<file path="src/hdl/smbus_pec_pkg.sv">
// Functional notes
// result register holds latest byte CRC
// each byte: compute CRC, load, set ready
// reading CRC result clears ready flag
// hardware clears ready before next load
// baud field divides clock by 20..2560
// software keeps bit rate 10-100 kHz
// arbitration loss releases both lines immediately
// after loss, stay busy until STOP
// disabling releases bus, clears busy flag
// re-enabling resumes normal operation
// software time-out recovers a hung bus
// software copies CRC into transmit holding
// CRC-8, poly 07, zero seed, accumulated
package smbus_pec_pkg;

  // register byte offsets on the slave port
  localparam logic [7:0] OFF_CTRL = 8'h00;
  localparam logic [7:0] OFF_DIV = 8'h04;
  localparam logic [7:0] OFF_CRC = 8'h08;
  localparam logic [7:0] OFF_STAT = 8'h0C;
  localparam logic [7:0] OFF_ISTAT = 8'h10;
  localparam logic [7:0] OFF_IMASK = 8'h14;

  // control register fields
  localparam int CTRL_EN_BIT = 0;
  localparam logic CTRL_EN_RST = 1'b0;

  // divider select field
  localparam int DIV_SEL_W = 3;
  localparam logic [2:0] DIV_SEL_RST = 3'h0;

  // status register fields
  localparam int STAT_READY_BIT = 0;
  localparam int STAT_BUSY_BIT = 1;
  localparam int STAT_STALL_BIT = 2;

  // interrupt status and mask fields
  localparam int IRQ_W = 3;
  localparam int IRQ_CRC_BIT = 0;
  localparam int IRQ_ARB_BIT = 1;
  localparam int IRQ_STOP_BIT = 2;
  localparam logic [2:0] IRQ_RST = 3'h0;

  // bit-rate divider: code n divides by base shifted left by n
  localparam int DIV_CNT_W = 12;
  localparam logic [11:0] DIV_BASE = 12'h014;

  // packet error code polynomial and seed
  localparam logic [7:0] CRC_POLY = 8'h07;
  localparam logic [7:0] CRC_INIT = 8'h00;

  // one wire pair of the two-wire bus
  typedef struct packed {
    logic sda;
    logic scl;
  } line_pair_t;

  // bus ownership as seen by this block
  typedef enum logic [1:0] {
    LS_IDLE,
    LS_ACTIVE,
    LS_STALLED
  } link_state_t;

endpackage : smbus_pec_pkg

</file>
<file path="src/hdl/pec_crc8_step.sv">
`timescale 1ns/1ns
`default_nettype none
// one byte of the packet error code, msb first, combinational
module pec_crc8_step (
  // running remainder and new byte
  input wire logic [7:0] crc_in,
  input wire logic [7:0] data_in,
  // updated remainder
  output logic [7:0] crc_out
);
  // stage k holds the remainder after k data bits
  logic [7:0] stage [0:8];

  assign stage[0] = crc_in;

  // one shift-and-reduce per data bit
  genvar i;
  for (i = 0; i < 8; i++)
  begin : g_bit
    wire logic fb = stage[i][7] ^ data_in[7 - i];
    assign stage[i + 1] = {stage[i][6:0], 1'b0} ^ (fb ? smbus_pec_pkg::CRC_POLY : 8'h00);
  end

  assign crc_out = stage[8];

  // a lone 01 byte from a zero seed leaves the polynomial itself
  property p_r13;
    @(stage[8]) (crc_in == 8'h00 && data_in == 8'h01) |-> crc_out == smbus_pec_pkg::CRC_POLY;
  endproperty
  a_r13: assert property (p_r13) else $error("crc step wrong for unit byte");
endmodule : pec_crc8_step
`default_nettype wire

</file>
<file path="src/hdl/bit_rate_divider.sv">
`timescale 1ns/1ns
`default_nettype none
// divides the bus clock into one tick per serial bit period
module bit_rate_divider #(
  parameter int CNT_W = smbus_pec_pkg::DIV_CNT_W
) (
  // clock and reset
  input wire logic hclk,
  input wire logic hresetn,
  // control
  input wire logic enable,
  input wire logic [2:0] sel,
  // one-cycle tick per bit period
  output logic tick
);
  logic [CNT_W-1:0] cnt_r;
  logic tick_r;
  // terminal count: base shifted by the code, minus one
  wire logic [CNT_W-1:0] limit = CNT_W'((smbus_pec_pkg::DIV_BASE << sel) - 12'h001);
  wire logic wrap = (cnt_r >= limit);

  // counter restarts when disabled so the first period is whole
  always_ff @(posedge hclk or negedge hresetn)
  begin
    if (!hresetn)
    begin
      cnt_r <= '0;
      tick_r <= 1'b0;
    end
    else
    begin
      cnt_r <= (!enable || wrap) ? '0 : cnt_r + 1'b1;
      tick_r <= enable && wrap;
    end
  end

  assign tick = tick_r;

  property p_r05;
    @(posedge hclk) disable iff (!hresetn)
      (enable && cnt_r == limit && $stable(sel)) |=> (tick_r && cnt_r == '0);
  endproperty
  a_r05: assert property (p_r05) else $error("baud tick not at terminal count");
endmodule : bit_rate_divider
`default_nettype wire

</file>
<file path="src/hdl/smbus_pec_crc_and_baud_divider.sv">
`timescale 1ns/1ns
`default_nettype none
// packet error code, bit-rate divider and hang recovery for the two-wire unit
module smbus_pec_crc_and_baud_divider (
  // clock and reset
  input wire logic hclk,
  input wire logic hresetn,
  // ahb-lite slave
  input wire logic hsel,
  input wire logic [31:0] haddr,
  input wire logic [1:0] htrans,
  input wire logic hwrite,
  input wire logic [2:0] hsize,
  input wire logic [31:0] hwdata,
  input wire logic hready,
  output logic hreadyout,
  output logic hresp,
  output logic [31:0] hrdata,
  // rest of the two-wire unit, same clock
  input wire logic byte_done,
  input wire logic [7:0] byte_data,
  input wire logic master_active,
  input wire logic arb_lost,
  input wire smbus_pec_pkg::line_pair_t drive_low_req,
  output logic module_enable,
  output logic bus_busy_flag,
  output logic baud_tick,
  // bus pins, open drain
  input wire smbus_pec_pkg::line_pair_t line_in,
  output smbus_pec_pkg::line_pair_t line_out,
  output smbus_pec_pkg::line_pair_t line_oe,
  // interrupt
  output logic irq
);

  // slave port state
  logic pend_r; // data phase in progress
  logic ap_write_r; // captured direction
  logic [7:0] ap_addr_r; // captured low address byte
  logic hreadyout_r;
  logic [31:0] hrdata_r;
  logic hresp_r;

  // software-visible registers
  logic enable_r;
  logic [2:0] div_sel_r;
  logic [7:0] pec_result_r;
  logic crc_ready_r;
  logic [2:0] istat_r;
  logic [2:0] imask_r;

  // crc datapath
  logic [7:0] crc_acc_r; // running remainder of the message
  logic load_pend_r; // result loads on the cycle after a byte
  logic [7:0] crc_next;

  // pin synchronisers and history
  smbus_pec_pkg::line_pair_t sync1_r;
  smbus_pec_pkg::line_pair_t sync2_r;
  smbus_pec_pkg::line_pair_t hist_r;

  // bus ownership
  smbus_pec_pkg::link_state_t state_r;
  smbus_pec_pkg::link_state_t state_nxt;

  // registered outputs
  smbus_pec_pkg::line_pair_t line_oe_r;
  smbus_pec_pkg::line_pair_t line_oe_nxt;
  smbus_pec_pkg::line_pair_t line_out_r;
  logic busy_r;
  logic irq_r;

  // address phase accepted; hready is our own hreadyout
  wire logic take = hsel && hready && htrans[1];

  // register strobes in the data phase
  wire logic wr = pend_r && ap_write_r;
  wire logic rd = pend_r && !ap_write_r;
  wire logic wr_ctrl = wr && (ap_addr_r == smbus_pec_pkg::OFF_CTRL);
  wire logic wr_div = wr && (ap_addr_r == smbus_pec_pkg::OFF_DIV);
  wire logic wr_istat = wr && (ap_addr_r == smbus_pec_pkg::OFF_ISTAT);
  wire logic wr_imask = wr && (ap_addr_r == smbus_pec_pkg::OFF_IMASK);
  wire logic rd_crc = rd && (ap_addr_r == smbus_pec_pkg::OFF_CRC);

  // status word assembled from live state
  wire logic [31:0] stat_word = 32'((crc_ready_r << smbus_pec_pkg::STAT_READY_BIT)
    | (busy_r << smbus_pec_pkg::STAT_BUSY_BIT)
    | ((state_r == smbus_pec_pkg::LS_STALLED) << smbus_pec_pkg::STAT_STALL_BIT));

  // read mux; unmapped offsets read zero
  wire logic [31:0] rd_mux =
    (ap_addr_r == smbus_pec_pkg::OFF_CTRL) ? {31'h0, enable_r} :
    (ap_addr_r == smbus_pec_pkg::OFF_DIV) ? {29'h0, div_sel_r} :
    (ap_addr_r == smbus_pec_pkg::OFF_CRC) ? {24'h0, pec_result_r} :
    (ap_addr_r == smbus_pec_pkg::OFF_STAT) ? stat_word :
    (ap_addr_r == smbus_pec_pkg::OFF_ISTAT) ? {29'h0, istat_r} :
    (ap_addr_r == smbus_pec_pkg::OFF_IMASK) ? {29'h0, imask_r} : 32'h0;

  // start and stop seen on synchronised lines while scl is high
  wire logic start_seen = sync2_r.scl && hist_r.scl && hist_r.sda && !sync2_r.sda;
  wire logic stop_seen = sync2_r.scl && hist_r.scl && !hist_r.sda && sync2_r.sda;

  // events from the rest of the unit, gated by the enable
  wire logic byte_go = byte_done && enable_r;
  wire logic arb_go = arb_lost && master_active && enable_r;

  // interrupt status: set wins over the write-one clear
  wire logic [2:0] ievents = {stop_seen, arb_go, load_pend_r};
  wire logic [2:0] istat_nxt = (istat_r & ~(wr_istat ? hwdata[2:0] : 3'h0)) | ievents;

  // the result load sets the flag even if a read clears it that cycle
  wire logic crc_ready_nxt = load_pend_r ? 1'b1
    : (byte_go || rd_crc) ? 1'b0
    : crc_ready_r;

  // message boundary or disable restarts the remainder
  wire logic crc_restart = start_seen || stop_seen || !enable_r;

  // crc of the running remainder and the finished byte
  pec_crc8_step u_crc (
    .crc_in (crc_acc_r),
    .data_in (byte_data),
    .crc_out (crc_next)
  );

  // bit period generator, idle while the module is off
  bit_rate_divider #(
    .CNT_W (smbus_pec_pkg::DIV_CNT_W)
  ) u_div (
    .hclk (hclk),
    .hresetn (hresetn),
    .enable (enable_r),
    .sel (div_sel_r),
    .tick (baud_tick)
  );

  // slave handshake: every transfer gets exactly one wait state,
  // so read data always comes from a flop
  always_ff @(posedge hclk or negedge hresetn)
  begin
    if (!hresetn)
    begin
      pend_r <= 1'b0;
      ap_write_r <= 1'b0;
      ap_addr_r <= 8'h00;
      hreadyout_r <= 1'b1;
      hrdata_r <= 32'h0;
      hresp_r <= 1'b0;
    end
    else
    begin
      pend_r <= take;
      hreadyout_r <= !take;
      hresp_r <= 1'b0;
      if (take)
      begin
        ap_write_r <= hwrite;
        ap_addr_r <= haddr[7:0];
      end
      if (rd)
        hrdata_r <= rd_mux;
    end
  end

  // software control registers
  always_ff @(posedge hclk or negedge hresetn)
  begin
    if (!hresetn)
    begin
      enable_r <= smbus_pec_pkg::CTRL_EN_RST;
      div_sel_r <= smbus_pec_pkg::DIV_SEL_RST;
      imask_r <= smbus_pec_pkg::IRQ_RST;
      istat_r <= smbus_pec_pkg::IRQ_RST;
    end
    else
    begin
      // clearing the enable is the software escape from a hung bus
      if (wr_ctrl)
        enable_r <= hwdata[smbus_pec_pkg::CTRL_EN_BIT];
      if (wr_div)
        div_sel_r <= hwdata[smbus_pec_pkg::DIV_SEL_W-1:0];
      if (wr_imask)
        imask_r <= hwdata[smbus_pec_pkg::IRQ_W-1:0];
      istat_r <= istat_nxt;
    end
  end

  // crc: remainder on the byte, result and flag one cycle later
  always_ff @(posedge hclk or negedge hresetn)
  begin
    if (!hresetn)
    begin
      crc_acc_r <= smbus_pec_pkg::CRC_INIT;
      load_pend_r <= 1'b0;
      pec_result_r <= smbus_pec_pkg::CRC_INIT;
      crc_ready_r <= 1'b0;
    end
    else
    begin
      if (byte_go)
        crc_acc_r <= crc_next;
      else if (crc_restart)
        crc_acc_r <= smbus_pec_pkg::CRC_INIT;
      load_pend_r <= byte_go;
      if (load_pend_r)
        pec_result_r <= crc_acc_r;
      crc_ready_r <= crc_ready_nxt;
    end
  end

  // pin synchronisers; only the second stage and its history copy feed logic
  always_ff @(posedge hclk or negedge hresetn)
  begin
    if (!hresetn)
    begin
      sync1_r <= '1;
      sync2_r <= '1;
      hist_r <= '1;
    end
    else
    begin
      sync1_r <= line_in;
      sync2_r <= sync1_r;
      hist_r <= sync2_r;
    end
  end

  // ownership: a lost arbitration parks here until a stop or a disable,
  // because the shifter cannot tell where the frame ends
  always_comb
  begin
    state_nxt = state_r;
    case (state_r)
      smbus_pec_pkg::LS_IDLE:
      begin
        if (arb_go)
          state_nxt = smbus_pec_pkg::LS_STALLED;
        else if (start_seen)
          state_nxt = smbus_pec_pkg::LS_ACTIVE;
      end
      smbus_pec_pkg::LS_ACTIVE:
      begin
        if (arb_go)
          state_nxt = smbus_pec_pkg::LS_STALLED;
        else if (stop_seen)
          state_nxt = smbus_pec_pkg::LS_IDLE;
      end
      smbus_pec_pkg::LS_STALLED:
      begin
        // only a stop or a disable ends the stall; no timer here
        if (stop_seen)
          state_nxt = smbus_pec_pkg::LS_IDLE;
      end
      default:
        state_nxt = smbus_pec_pkg::LS_IDLE;
    endcase
    // disable overrides everything
    if (!enable_r)
      state_nxt = smbus_pec_pkg::LS_IDLE;
  end

  // drive only while enabled, not stalled and not losing this cycle
  always_comb
  begin
    line_oe_nxt = drive_low_req;
    if (!enable_r || arb_go || state_nxt == smbus_pec_pkg::LS_STALLED)
      line_oe_nxt = '0;
  end

  // registered outputs
  always_ff @(posedge hclk or negedge hresetn)
  begin
    if (!hresetn)
    begin
      state_r <= smbus_pec_pkg::LS_IDLE;
      line_oe_r <= '0;
      line_out_r <= '0;
      busy_r <= 1'b0;
      irq_r <= 1'b0;
    end
    else
    begin
      state_r <= state_nxt;
      line_oe_r <= line_oe_nxt;
      line_out_r <= '0;
      busy_r <= (state_nxt != smbus_pec_pkg::LS_IDLE);
      irq_r <= |(istat_nxt & imask_r);
    end
  end

  assign hreadyout = hreadyout_r;
  assign hresp = hresp_r;
  assign hrdata = hrdata_r;
  assign module_enable = enable_r;
  assign bus_busy_flag = busy_r;
  assign line_out = line_out_r;
  assign line_oe = line_oe_r;
  assign irq = irq_r;

  // checks
  property p_r01;
    @(posedge hclk) disable iff (!hresetn)
      load_pend_r |=> (crc_ready_r && pec_result_r == $past(crc_acc_r));
  endproperty
  a_r01: assert property (p_r01) else $error("result not the byte crc");

  property p_r02;
    @(posedge hclk) disable iff (!hresetn)
      byte_go |=> load_pend_r ##1 crc_ready_r;
  endproperty
  a_r02: assert property (p_r02) else $error("ready not set two cycles after byte");

  property p_r03;
    @(posedge hclk) disable iff (!hresetn)
      (rd_crc && !load_pend_r) |=> !crc_ready_r;
  endproperty
  a_r03: assert property (p_r03) else $error("crc read left ready set");

  property p_r04;
    @(posedge hclk) disable iff (!hresetn)
      (byte_go && !load_pend_r) |=> !crc_ready_r;
  endproperty
  a_r04: assert property (p_r04) else $error("ready not cleared before load");

  property p_r07;
    @(posedge hclk) disable iff (!hresetn)
      arb_go |=> (line_oe == '0) [*2];
  endproperty
  a_r07: assert property (p_r07) else $error("line still driven after loss");

  property p_r08;
    @(posedge hclk) disable iff (!hresetn)
      (state_r == smbus_pec_pkg::LS_STALLED && !stop_seen && enable_r)
        |=> (state_r == smbus_pec_pkg::LS_STALLED && bus_busy_flag);
  endproperty
  a_r08: assert property (p_r08) else $error("stall left without stop");

  property p_r09;
    @(posedge hclk) disable iff (!hresetn)
      !enable_r |=> (!bus_busy_flag && line_oe == '0 && state_r == smbus_pec_pkg::LS_IDLE);
  endproperty
  a_r09: assert property (p_r09) else $error("disable did not release bus");

  property p_r10;
    @(posedge hclk) disable iff (!hresetn)
      (enable_r && start_seen && !arb_go) |=> bus_busy_flag;
  endproperty
  a_r10: assert property (p_r10) else $error("enabled block missed a start");

  c_crc: cover property (@(posedge hclk) disable iff (!hresetn) byte_go ##2 rd_crc);
  c_stall: cover property (@(posedge hclk) disable iff (!hresetn)
    state_r == smbus_pec_pkg::LS_STALLED ##[1:50] stop_seen);
  c_recover: cover property (@(posedge hclk) disable iff (!hresetn)
    state_r == smbus_pec_pkg::LS_STALLED ##1 !enable_r ##[1:20] enable_r);
  c_irq: cover property (@(posedge hclk) disable iff (!hresetn) $rose(irq_r));

endmodule : smbus_pec_crc_and_baud_divider
`default_nettype wire

</file>
<file path="config.mk">
export PLATFORM = sky130hd
export DESIGN_NAME = smbus_pec_crc_and_baud_divider
export DESIGN_NICKNAME = d
export VERILOG_FILES = /design/src/hdl/smbus_pec_pkg.sv /design/src/hdl/pec_crc8_step.sv /design/src/hdl/bit_rate_divider.sv /design/src/hdl/smbus_pec_crc_and_baud_divider.sv
export SDC_FILE = /design/constraint.sdc
export NUM_CORES = 1
export LEC_CHECK = 0
export BUFFER_PORTS_ARGS = -buffer_cell sky130_fd_sc_hd__buf_2
export CAP_MARGIN = 20
export CORE_MARGIN = 2
export CORE_UTILIZATION = 34
export CTS_CLUSTER_DIAMETER = 200
export DETAILED_ROUTE_END_ITERATION = 6
export HOLD_SLACK_MARGIN = 0.12
export PLACE_DENSITY = 0.6
export SLEW_MARGIN = 20
export SYNTH_ARGS = -nofsm -noshare
export SYNTH_HDL_FRONTEND = slang
export SYNTH_SLANG_ARGS = --single-unit
</file>
<file path="constraint.sdc">
create_clock -name hclk -period 2.6 [get_ports hclk]
set_input_delay 0.26 -clock hclk [delete_from_list [all_inputs] [get_ports hclk]]
set_output_delay 0.26 -clock hclk [all_outputs]
set_load 0.02 [all_outputs]
</file>
==> results of run 1 <==
==> through the flow <==
stage	util	power, mW
4_1_cts	0.396	2.70
3_5_place_dp	0.370	1.78
3_3_place_gp	0.370	1.77
2_1_floorplan	-	1.68
5_1_grt	0.398	2.82
6_report	0.398	2.66
==> synthesized netlist by cell type, drive strengths merged, types with 5 or more instances <==
master	count	area share
a21o	7	0.014
buf	30	0.059
dfstp	7	0.050
nor2	30	0.030
nand3	11	0.015
dfrtp	65	0.44
inv	13	0.013
nand2	23	0.024
xnor2	26	0.066
o22ai	5	0.0084
xor2	8	0.019
a31oi	6	0.010
clkbuf	9	0.0091
a21oi	9	0.012
o21ai	12	0.016
ha	11	0.037
mux2	24	0.073
a22o	8	0.019
==> sequential cells by signal (all words and copies together), names as in the netlist, 2 cells and up <==
name and count:
u_div.cnt_r 12, ap_addr_r 8, crc_acc_r 8, hrdata 8
pec_result_r 8, div_sel_r 3, imask_r 3, istat_r 3
hist_r 2, line_oe 2, state_r 2, sync1_r 2
sync2_r 2
==> layout make-up <==
type                       count  area (um^2)
timing repair buffer          57          348
sequential                    72         1810
tap                          140          175
fill                        1082         6470
clock buffer                   9          124
clock inverter                 7         80.1
multi-input combinational    248         1690
inverter                      13         48.8
==> routing by layer <==
layer,GRT usage,part of all wire,vias up
met5,0,0,-
met4,0.0522,0.013,0
met3,0.0362,0.051,8
met2,0.196,0.47,74
met1,0.173,0.46,1183
li1,-,-,1249
==> final timing paths <==
| check | start | endpoint | slack (ns) |
|---|---|---|---|
| max in group asynchronous | hresetn | sync2_r[0] | 1.40 |
| worst min register to register | sync1_r[1] | sync2_r[1] | 0.36 |
| min in group asynchronous | hresetn | u_div.cnt_r[8] | 0.47 |
| worst max register to register | div_sel_r[2] | u_div.cnt_r[4] | 0.47 |
| worst min-delay path | haddr[0] | ap_addr_r[0] | 0.14 |
| worst max-delay path | div_sel_r[2] | u_div.cnt_r[4] | 0.47 |
==> worst max-delay path, delay by kind of cell (launching register included) <==
kind | cells | cell delay (ns)
compound gates | 4 | 0.71
fa+ha+maj | 1 | 0.26
buf+inv | 1 | 0.21
flops | 1 | 0.51
simple gates | 2 | 0.35
==> timing repair <==
item | 4_1_cts | 5_1_grt
endpoints found under the hold margin | 34 | 1
setup endpoints to repair | 0 | 12
buffers inserted | 0 | 1
hold buffers | 8 | 1
==> power by group through the flow <==
| stage | sequential [mW] | clock (mW) | combinational, mW |
|---|---|---|---|
| finish | 1.32 | 0.898 | 0.444 |
| global route | 1.34 | 0.978 | 0.501 |
| CTS | 1.32 | 0.934 | 0.447 |
| detailed placement | 1.34 | 0 | 0.436 |
| global placement | 1.34 | 0 | 0.428 |
| floorplan | 1.30 | 0 | 0.382 |
==> cell families (layout without fill, tap and decap cells) <==
| group | after synthesis | in the layout | share of synthesized area |
|---|---|---|---|
| simple gates | 92 | 92 | 0.125 |
| flops | 72 | 72 | 0.489 |
| fa+ha+maj | 11 | 11 | 0.0372 |
| xor+xnor | 34 | 34 | 0.0845 |
| buf+inv | 52 | 86 | 0.0811 |
| compound gates | 58 | 58 | 0.104 |
| mux | 26 | 26 | 0.0784 |
| other cells | 1 | 27 | 0.00101 |
==> flow_summary.ini, run 1 <==
[placement]
dp_slack_ns = 0.108
gp_congestion = 0.737
dp.cells = 520
dp_hpwl_mm = 5.21
postPlaceCellArea_um2 = 3970
io_buffers = 46

[sta]
setup_tns_ns = 0
fin_hold_ws_ns = 0.141
maxSlewViolCount = 0
worstMarginPinSlew_ns = 0.666
final_hold_viol_count = 0
skew_ns = 0.0112
finalSetupViolCount = 0
finalWorstSetupSlack_ns = 0.473
fmax_mhz = 470
slew_headroom = 0.556
fin_crit_sh = 0.818
fin_crit_ns = 2.13
rsz0062_at_grt = false

[yosys]
synth_edf_count = 0
ys_ff_latch = 72
syn_area_um2 = 3700
yosys_warnings = 0
synth-async-reset-ratio = 1.00
synth_seq_area_share = 0.489
syn_inst = 346
synth-main-ff-cell = dfrtp_1
synth_cell_types = 48
synth.avg_cell_area_um2 = 10.7

[global_route]
overflow = 0
grt_pass1_wl_mm = 11.5
grt_pass1_vias = 2346
grt_max_degree = 46
grt.total_usage = 0.129
antenna_found_initial = 0

[die]
initial_core_util = 0.345
rows = 38
design.core.area_um2 = 10700
die-area_um2 = 11700
ioPinCount = 131
fp.dieW_um = 108
die_y_um = 108

[power_and_ir_drop]
total_leakage_power_nw = 2.01
p_sw_frac = 0.293
power.internal_mw = 1.88
powerDensity_nw_per_um2 = 623
power_switching_mw = 0.779
p_seq_frac = 0.496
ir_worst_vdd_uv = 272
pwr-share-clk = 0.337
pwr-share-comb = 0.167

[finish]
finalNonFillerCells = 546
fin_area_um2 = 4280
final_common_cell = dfrtp_1
fin_nets = 501
area_delta_synth_final_pct = 15.5
diodes = 0
final_cell_mix = dfrtp_1, buf_2, nor2_1
drive_gt1_frac = 0.241

[clock_tree]
htree_num_levels = 3
cts_buffers = 9
cts_tree = yes
cts_resized = 0
clock-root-buffer = clkbuf_8
clk_pin_slew_ns = 0.08
clock_sinks = 72
insertion_delay_ns = 0.35
clockBufferDepth = 2

[setup_path]
crit_arrival_ns = 2.41
r2r_cells = 8
path_class = flip-flop to flip-flop
start_kind = flip-flop
critPathCaptureType = flip-flop
cpMostUsedCell = a21o_1
slowest_delay_ns = 0.51
cpMaxStageDelayCell = dfrtp_1
path_cells = nor3_1, ha_1, a21o_1, a21o_1, a31oi_1, o211ai_1, buf_4, nor2_1
critPathMaxFanout = 12
required_ns = 2.88

[job]
drv_cap = 0

[route]
wire_per_inst_um = 12.8
drc = 0
drt_iter0_drc = 134
detail_route.first_pass.iterations = 6
vias_per_cell = 4.60
wirelength_mm = 6.97
ant_nets = 0
via_count = 2514

[status]
status = completed

[hold_path]
whs_path_depth = 2
min_path_type = input port to flip-flop
Note: power is estimated with default switching activity, not from simulation.
==> inputs of run 2 (changes only) <==
PLACE_DENSITY = 0.62   (was 0.6)
clock period = 1.9 ns   (was 2.6 ns; I/O delays follow)
==> flow_summary.ini, run 2 (synthesis results as in run 1) <==
[sta]
fin_hold_ws_ns = 0.149
worstMarginPinSlew_ns = 0.521
rsz0062_at_grt = true
fin_crit_sh = 1.03
slew_headroom = 0.652
finalWorstSetupSlack_ns = -0.0488
fin_crit_ns = 1.95
setup_tns_ns = -0.375
final_hold_viol_count = 0
maxSlewViolCount = 0
fmax_mhz = 513
finalSetupViolCount = 12
skew_ns = 0.0102

[die]
rows = 38
fp.dieW_um = 108
ioPinCount = 131
die-area_um2 = 11700
initial_core_util = 0.345
design.core.area_um2 = 10700
die_y_um = 108

[setup_path]
path_class = flip-flop to flip-flop
critPathCaptureType = flip-flop
path_buf_inv = 1
crit_family = compound AO/OA/AOI/OAI gates
cpMaxStageDelayCell = dfrtp_2
required_ns = 2.18
path_cells = nor3_2, ha_1, a21o_1, a21o_1, a31oi_2, o211ai_1, buf_4, nor2_1
timing.rr.end = u_div.cnt_r[8]
start_kind = flip-flop
cpMostUsedCell = a21o_1
rrSetupSlack_ns = -0.05
r2r_cells = 8
critPathMaxFanout = 8
slowest_delay_ns = 0.49
crit_arrival_ns = 2.23
r2r-start = div_sel_r[0]

[finish]
diodes = 0
final_common_cell = dfrtp_1
area_delta_synth_final_pct = 21.9
fin_area_um2 = 4510
final_cell_mix = dfrtp_1, buf_2, nor2_1
post-route-util = 0.420
finalNonFillerCells = 571
drive_gt1_frac = 0.288
fin_nets = 526
n_fill_cell = 1083
largest_reg_flops = 12
regMostFlops = u_div.cnt_r

[power_and_ir_drop]
pwr-share-comb = 0.194
ir_worst_vdd_uv = 391
p_sw_frac = 0.291
p_seq_frac = 0.481
power.internal_mw = 2.61
total_leakage_power_nw = 2.13
pwr-share-clk = 0.326
power_switching_mw = 1.07
finalPower_mw = 3.68
powerDensity_nw_per_um2 = 816

[route]
drt_iter0_drc = 87
ant_nets = 0
detail_route.first_pass.iterations = 4
via_count = 2672
wire_per_inst_um = 13.1
vias_per_cell = 4.68
wirelength_mm = 7.46
drc = 0

[global_route]
grt_max_degree = 73
overflow = 0
grt_pass1_vias = 2650
antenna_found_initial = 0
grt_pass1_wl_mm = 12.4
grt.total_usage = 0.137

[hold_path]
hold_path_end = imask_r[0]
min_path_type = input port to flip-flop
whs_path_depth = 2
hold_start = hwdata[0]

[job]
drv_cap = 0

[status]
status = complete, but fails checks
violations = negative setup slack

[clock_tree]
htree_num_levels = 3
clockBufferDepth = 2
clock_sinks = 72
clk_pin_slew_ns = 0.08
insertion_delay_ns = 0.35
cts_buffers = 9
cts_tree = yes
clock-root-buffer = clkbuf_8

[placement]
dp_hpwl_mm = 5.44
io_buffers = 46
gp_congestion = 0.799
postPlaceCellArea_um2 = 4080
dp_slack_ns = -0.0781
dp.cells = 534
run 2: cell count changes in the layout (fill, tap and decap cells not counted), sizes merged:
cell         previous run  this run
buf                    48        66
dlygate4sd3             9        16
clkinv                  3         4
inv                    15        14
run 2: layout make-up:
cell class,instances,area (um^2),area share
clock buffer,9,124,0.0274
clock inverter,7,70.1,0.0155
inverter,13,48.8,0.0108
multi-input combinational,248,1730,0.383
sequential,72,1810,0.402
tap,140,175,0.0388
timing repair buffer,82,553,0.123
run 2: power groups by stage:
stage,Sequential (mW),Clock [mW],Combinational [mW]
after global routing,1.79,1.30,0.802
after detailed placement,1.80,0,0.678
final,1.77,1.20,0.713
after CTS,1.77,1.24,0.715
after global placement,1.79,0,0.659
after floorplan,1.78,0,0.525
run 2: worst max-delay path by stage:
stage               cells past startpoint               to  slack, ns    startpoint
finish                                  8   u_div.cnt_r[8]      -0.05  div_sel_r[0]
CTS                                     8   u_div.cnt_r[8]      -0.01  div_sel_r[0]
global route                            8   u_div.cnt_r[8]      -0.18  div_sel_r[0]
global placement                        9  u_div.cnt_r[11]      -0.03  div_sel_r[0]
floorplan                               9   u_div.cnt_r[3]      0.004  div_sel_r[2]
detailed placement                      9   u_div.cnt_r[2]      -0.08  div_sel_r[0]
run 2: routing by layer:
metal  vias to the layer above  part of all wire  GRT usage  routed length (um)
met5                         -                 0          0                   0
met2                        69              0.50      0.234                3730
met3                         4             0.042     0.0446                 311
li1                       1300                 -          -                   -
met1                      1299              0.45      0.170                3360
met4                         0            0.0072     0.0302                  54
run 2: worst reg2reg max path, stage by stage, from the launching register on:
cell and delay [ns]:
dfrtp_2 0.49, nor3_2 0.19, ha_1 0.25, a21o_1 0.18
a21o_1 0.18, a31oi_2 0.15, o211ai_1 0.15, buf_4 0.19
nor2_1 0.11
run 2: repair_timing:
action | CTS | global route
hold buffers | 16 | 0
cloned | 0 | 1
setup endpoints to repair | 12 | 13
endpoints found under the hold margin | 83 | 0
gates resized for setup | 4 | 8
pin swaps | 0 | 1
setup buffers | 4 | 0
==> inputs of run 3 (changes only) <==
ABC_AREA = 1   (was default)
CAP_MARGIN = 10   (was 20)
CORE_UTILIZATION = 45   (was 34)
PLACE_DENSITY = 0.78   (was 0.62)
==> flow_summary.ini, run 3 <==
[die]
die_y_um = 95.5
initial_core_util = 0.461
ioPinCount = 131
fp.dieW_um = 95.5
die-area_um2 = 9130
rows = 33
design.core.area_um2 = 8180

[sta]
final_hold_viol_count = 0
maxSlewViolCount = 0
finalWorstSetupSlack_ns = -0.0130
fin_crit_ns = 1.91
finalSetupViolCount = 5
setup_tns_ns = -0.0305
fmax_mhz = 523
fin_crit_sh = 1.01
skew_ns = 0.00977
rsz0062_at_grt = true

[finish]
final_cell_mix = nand2_1, dfrtp_1, buf_2
final_common_cell = nand2_1
area_delta_synth_final_pct = 21.2
finalNonFillerCells = 651
drive_gt1_frac = 0.227
diodes = 0
fin_area_um2 = 4570
largest_reg_flops = 12
fin_nets = 641
post-route-util = 0.559
regMostFlops = u_div.cnt_r

[clock_tree]
cts_buffers = 9
clk_pin_slew_ns = 0.07
insertion_delay_ns = 0.35
clock-root-buffer = clkbuf_8
clock_sinks = 72
cts_tree = yes
clockBufferDepth = 2
htree_num_levels = 3

[global_route]
overflow = 0
grt.total_usage = 0.185
antenna_found_initial = 0
grt_pass1_vias = 2988
grt_max_degree = 73
grt_pass1_wl_mm = 13.2

[setup_path]
cpMaxStageDelayCell = dfrtp_2
path_buf_inv = 1
critPathCaptureType = flip-flop
timing.rr.end = u_div.cnt_r[11]
crit_family = simple AND/OR/NAND/NOR gates
crit_arrival_ns = 2.20
path_class = flip-flop to flip-flop
critPathMaxFanout = 7
rrSetupSlack_ns = -0.01
r2r-start = div_sel_r[0]
required_ns = 2.18
start_kind = flip-flop
path_cells = nor2_4, nand2_1, ha_1, nand2_2, nor2_1, a211oi_2, nand4_1, buf_6, nor2_2
r2r_cells = 9
slowest_delay_ns = 0.47

[placement]
postPlaceCellArea_um2 = 4040
dp_hpwl_mm = 5.49
dp.cells = 614
io_buffers = 46
gp_congestion = 0.875

[yosys]
synth-main-ff-cell = dfrtp_1
synth_edf_count = 0
yosys_warnings = 0
synth_seq_area_share = 0.480
syn_inst = 467
synth.most_common_cell = nand2_1
synth-async-reset-ratio = 1.00
synth_cell_types = 30
synth_common_cells = nand2_1, dfrtp_1, inv_1
yosysTopAreaCell = dfrtp_1
ys_top_cells_by_area = dfrtp_1, nand2_1, buf_4, dfstp_2, inv_1
ys_ff_latch = 72
syn_area_um2 = 3770
synth.avg_cell_area_um2 = 8.08
synth_top_area_frac = 0.431

[route]
vias_per_cell = 4.76
drt_iter0_drc = 180
wirelength_mm = 8.01
via_count = 3097
wire_per_inst_um = 12.3
ant_nets = 0
drc = 0
detail_route.first_pass.iterations = 4

[status]
status = complete, but fails checks
violations = negative setup slack

[power_and_ir_drop]
ir_worst_vdd_uv = 748
total_leakage_power_nw = 2.37
finalPower_mw = 5.25
powerDensity_nw_per_um2 = 1150

[job]
drv_cap = 0

[hold_path]
hold_path_end = istat_r[2]
min_path_type = input port to flip-flop
whs_path_depth = 4
hold_start = hwdata[2]
==> run 3: worst max-delay path by stage <==
stage	endpoint	cells past startpoint	from
after floorplan	u_div.cnt_r[1]	10	div_sel_r[2]
after global placement	u_div.cnt_r[11]	9	div_sel_r[0]
after detailed placement	u_div.cnt_r[6]	9	div_sel_r[0]
after CTS	u_div.cnt_r[6]	10	div_sel_r[0]
after global routing	u_div.cnt_r[9]	9	div_sel_r[0]
final	u_div.cnt_r[11]	9	div_sel_r[0]
==> run 3: cell type report <==
type,count,area [um^2]
Multi-Input combinational cell,331,1710
Inverter,56,210
Tap cell,105,131
Clock inverter,3,65.1
Fill cell,718,3600
Clock buffer,13,159
Sequential cell,72,1810
Timing Repair Buffer,71,482
==> run 3: cell families (layout without fill, tap and decap cells) <==
kind of cell	count (synthesis)	in the layout	synth area share
buffers and inverters	90	143	0.117
xor gates and xnor gates	19	19	0.0441
other	1	27	0.000994
AOI/OAI and AO/OA	53	53	0.0753
and+or+nand+nor	221	221	0.246
DFF	72	72	0.480
adders and majority gates	11	11	0.0365
==> run 3: metal layers <==
metal  part of all wire  track usage  vias to the layer above
li1                   -            -                     1561
met1               0.44        0.232                     1445
met2               0.51        0.309                       78
met3              0.040       0.0356                       13
met4              0.017       0.0810                        0
met5                  0            0                        -
==> run 3: what timing repair did <==
item | 4_1_cts | 5_1_grt
setup endpoints to repair | 0 | 12
hold buffers | 16 | 0
resized for setup | 0 | 36
buffers inserted | 0 | 4
hold endpoints to repair | 79 | 0
==> run 3: stage by stage <==
stage | worst slack [ns] | hold slack, ns
after floorplan | 0.0658 | -0.106
after global placement | 0.0722 | 0.243
after detailed placement | 0.0462 | 0.246
after CTS | 0.0201 | 0.127
after global routing | -0.108 | 0.148
final | -0.0130 | 0.131
==> run 3: power breakdown <==
part | internal (mW) | switching (mW) | total [mW]
Combinational | 0.679 | 1.05 | 1.73
Clock | 0.810 | 0.546 | 1.36
Sequential | 1.88 | 0.289 | 2.17
Total | 3.37 | 1.88 | 5.25
==> run 3: tightest hold or removal path, cell delays in order <==
cell and delay [ns]:
buf_2 0.09, nand2_1 0.05, nand2_1 0.05, nand2_1 0.05
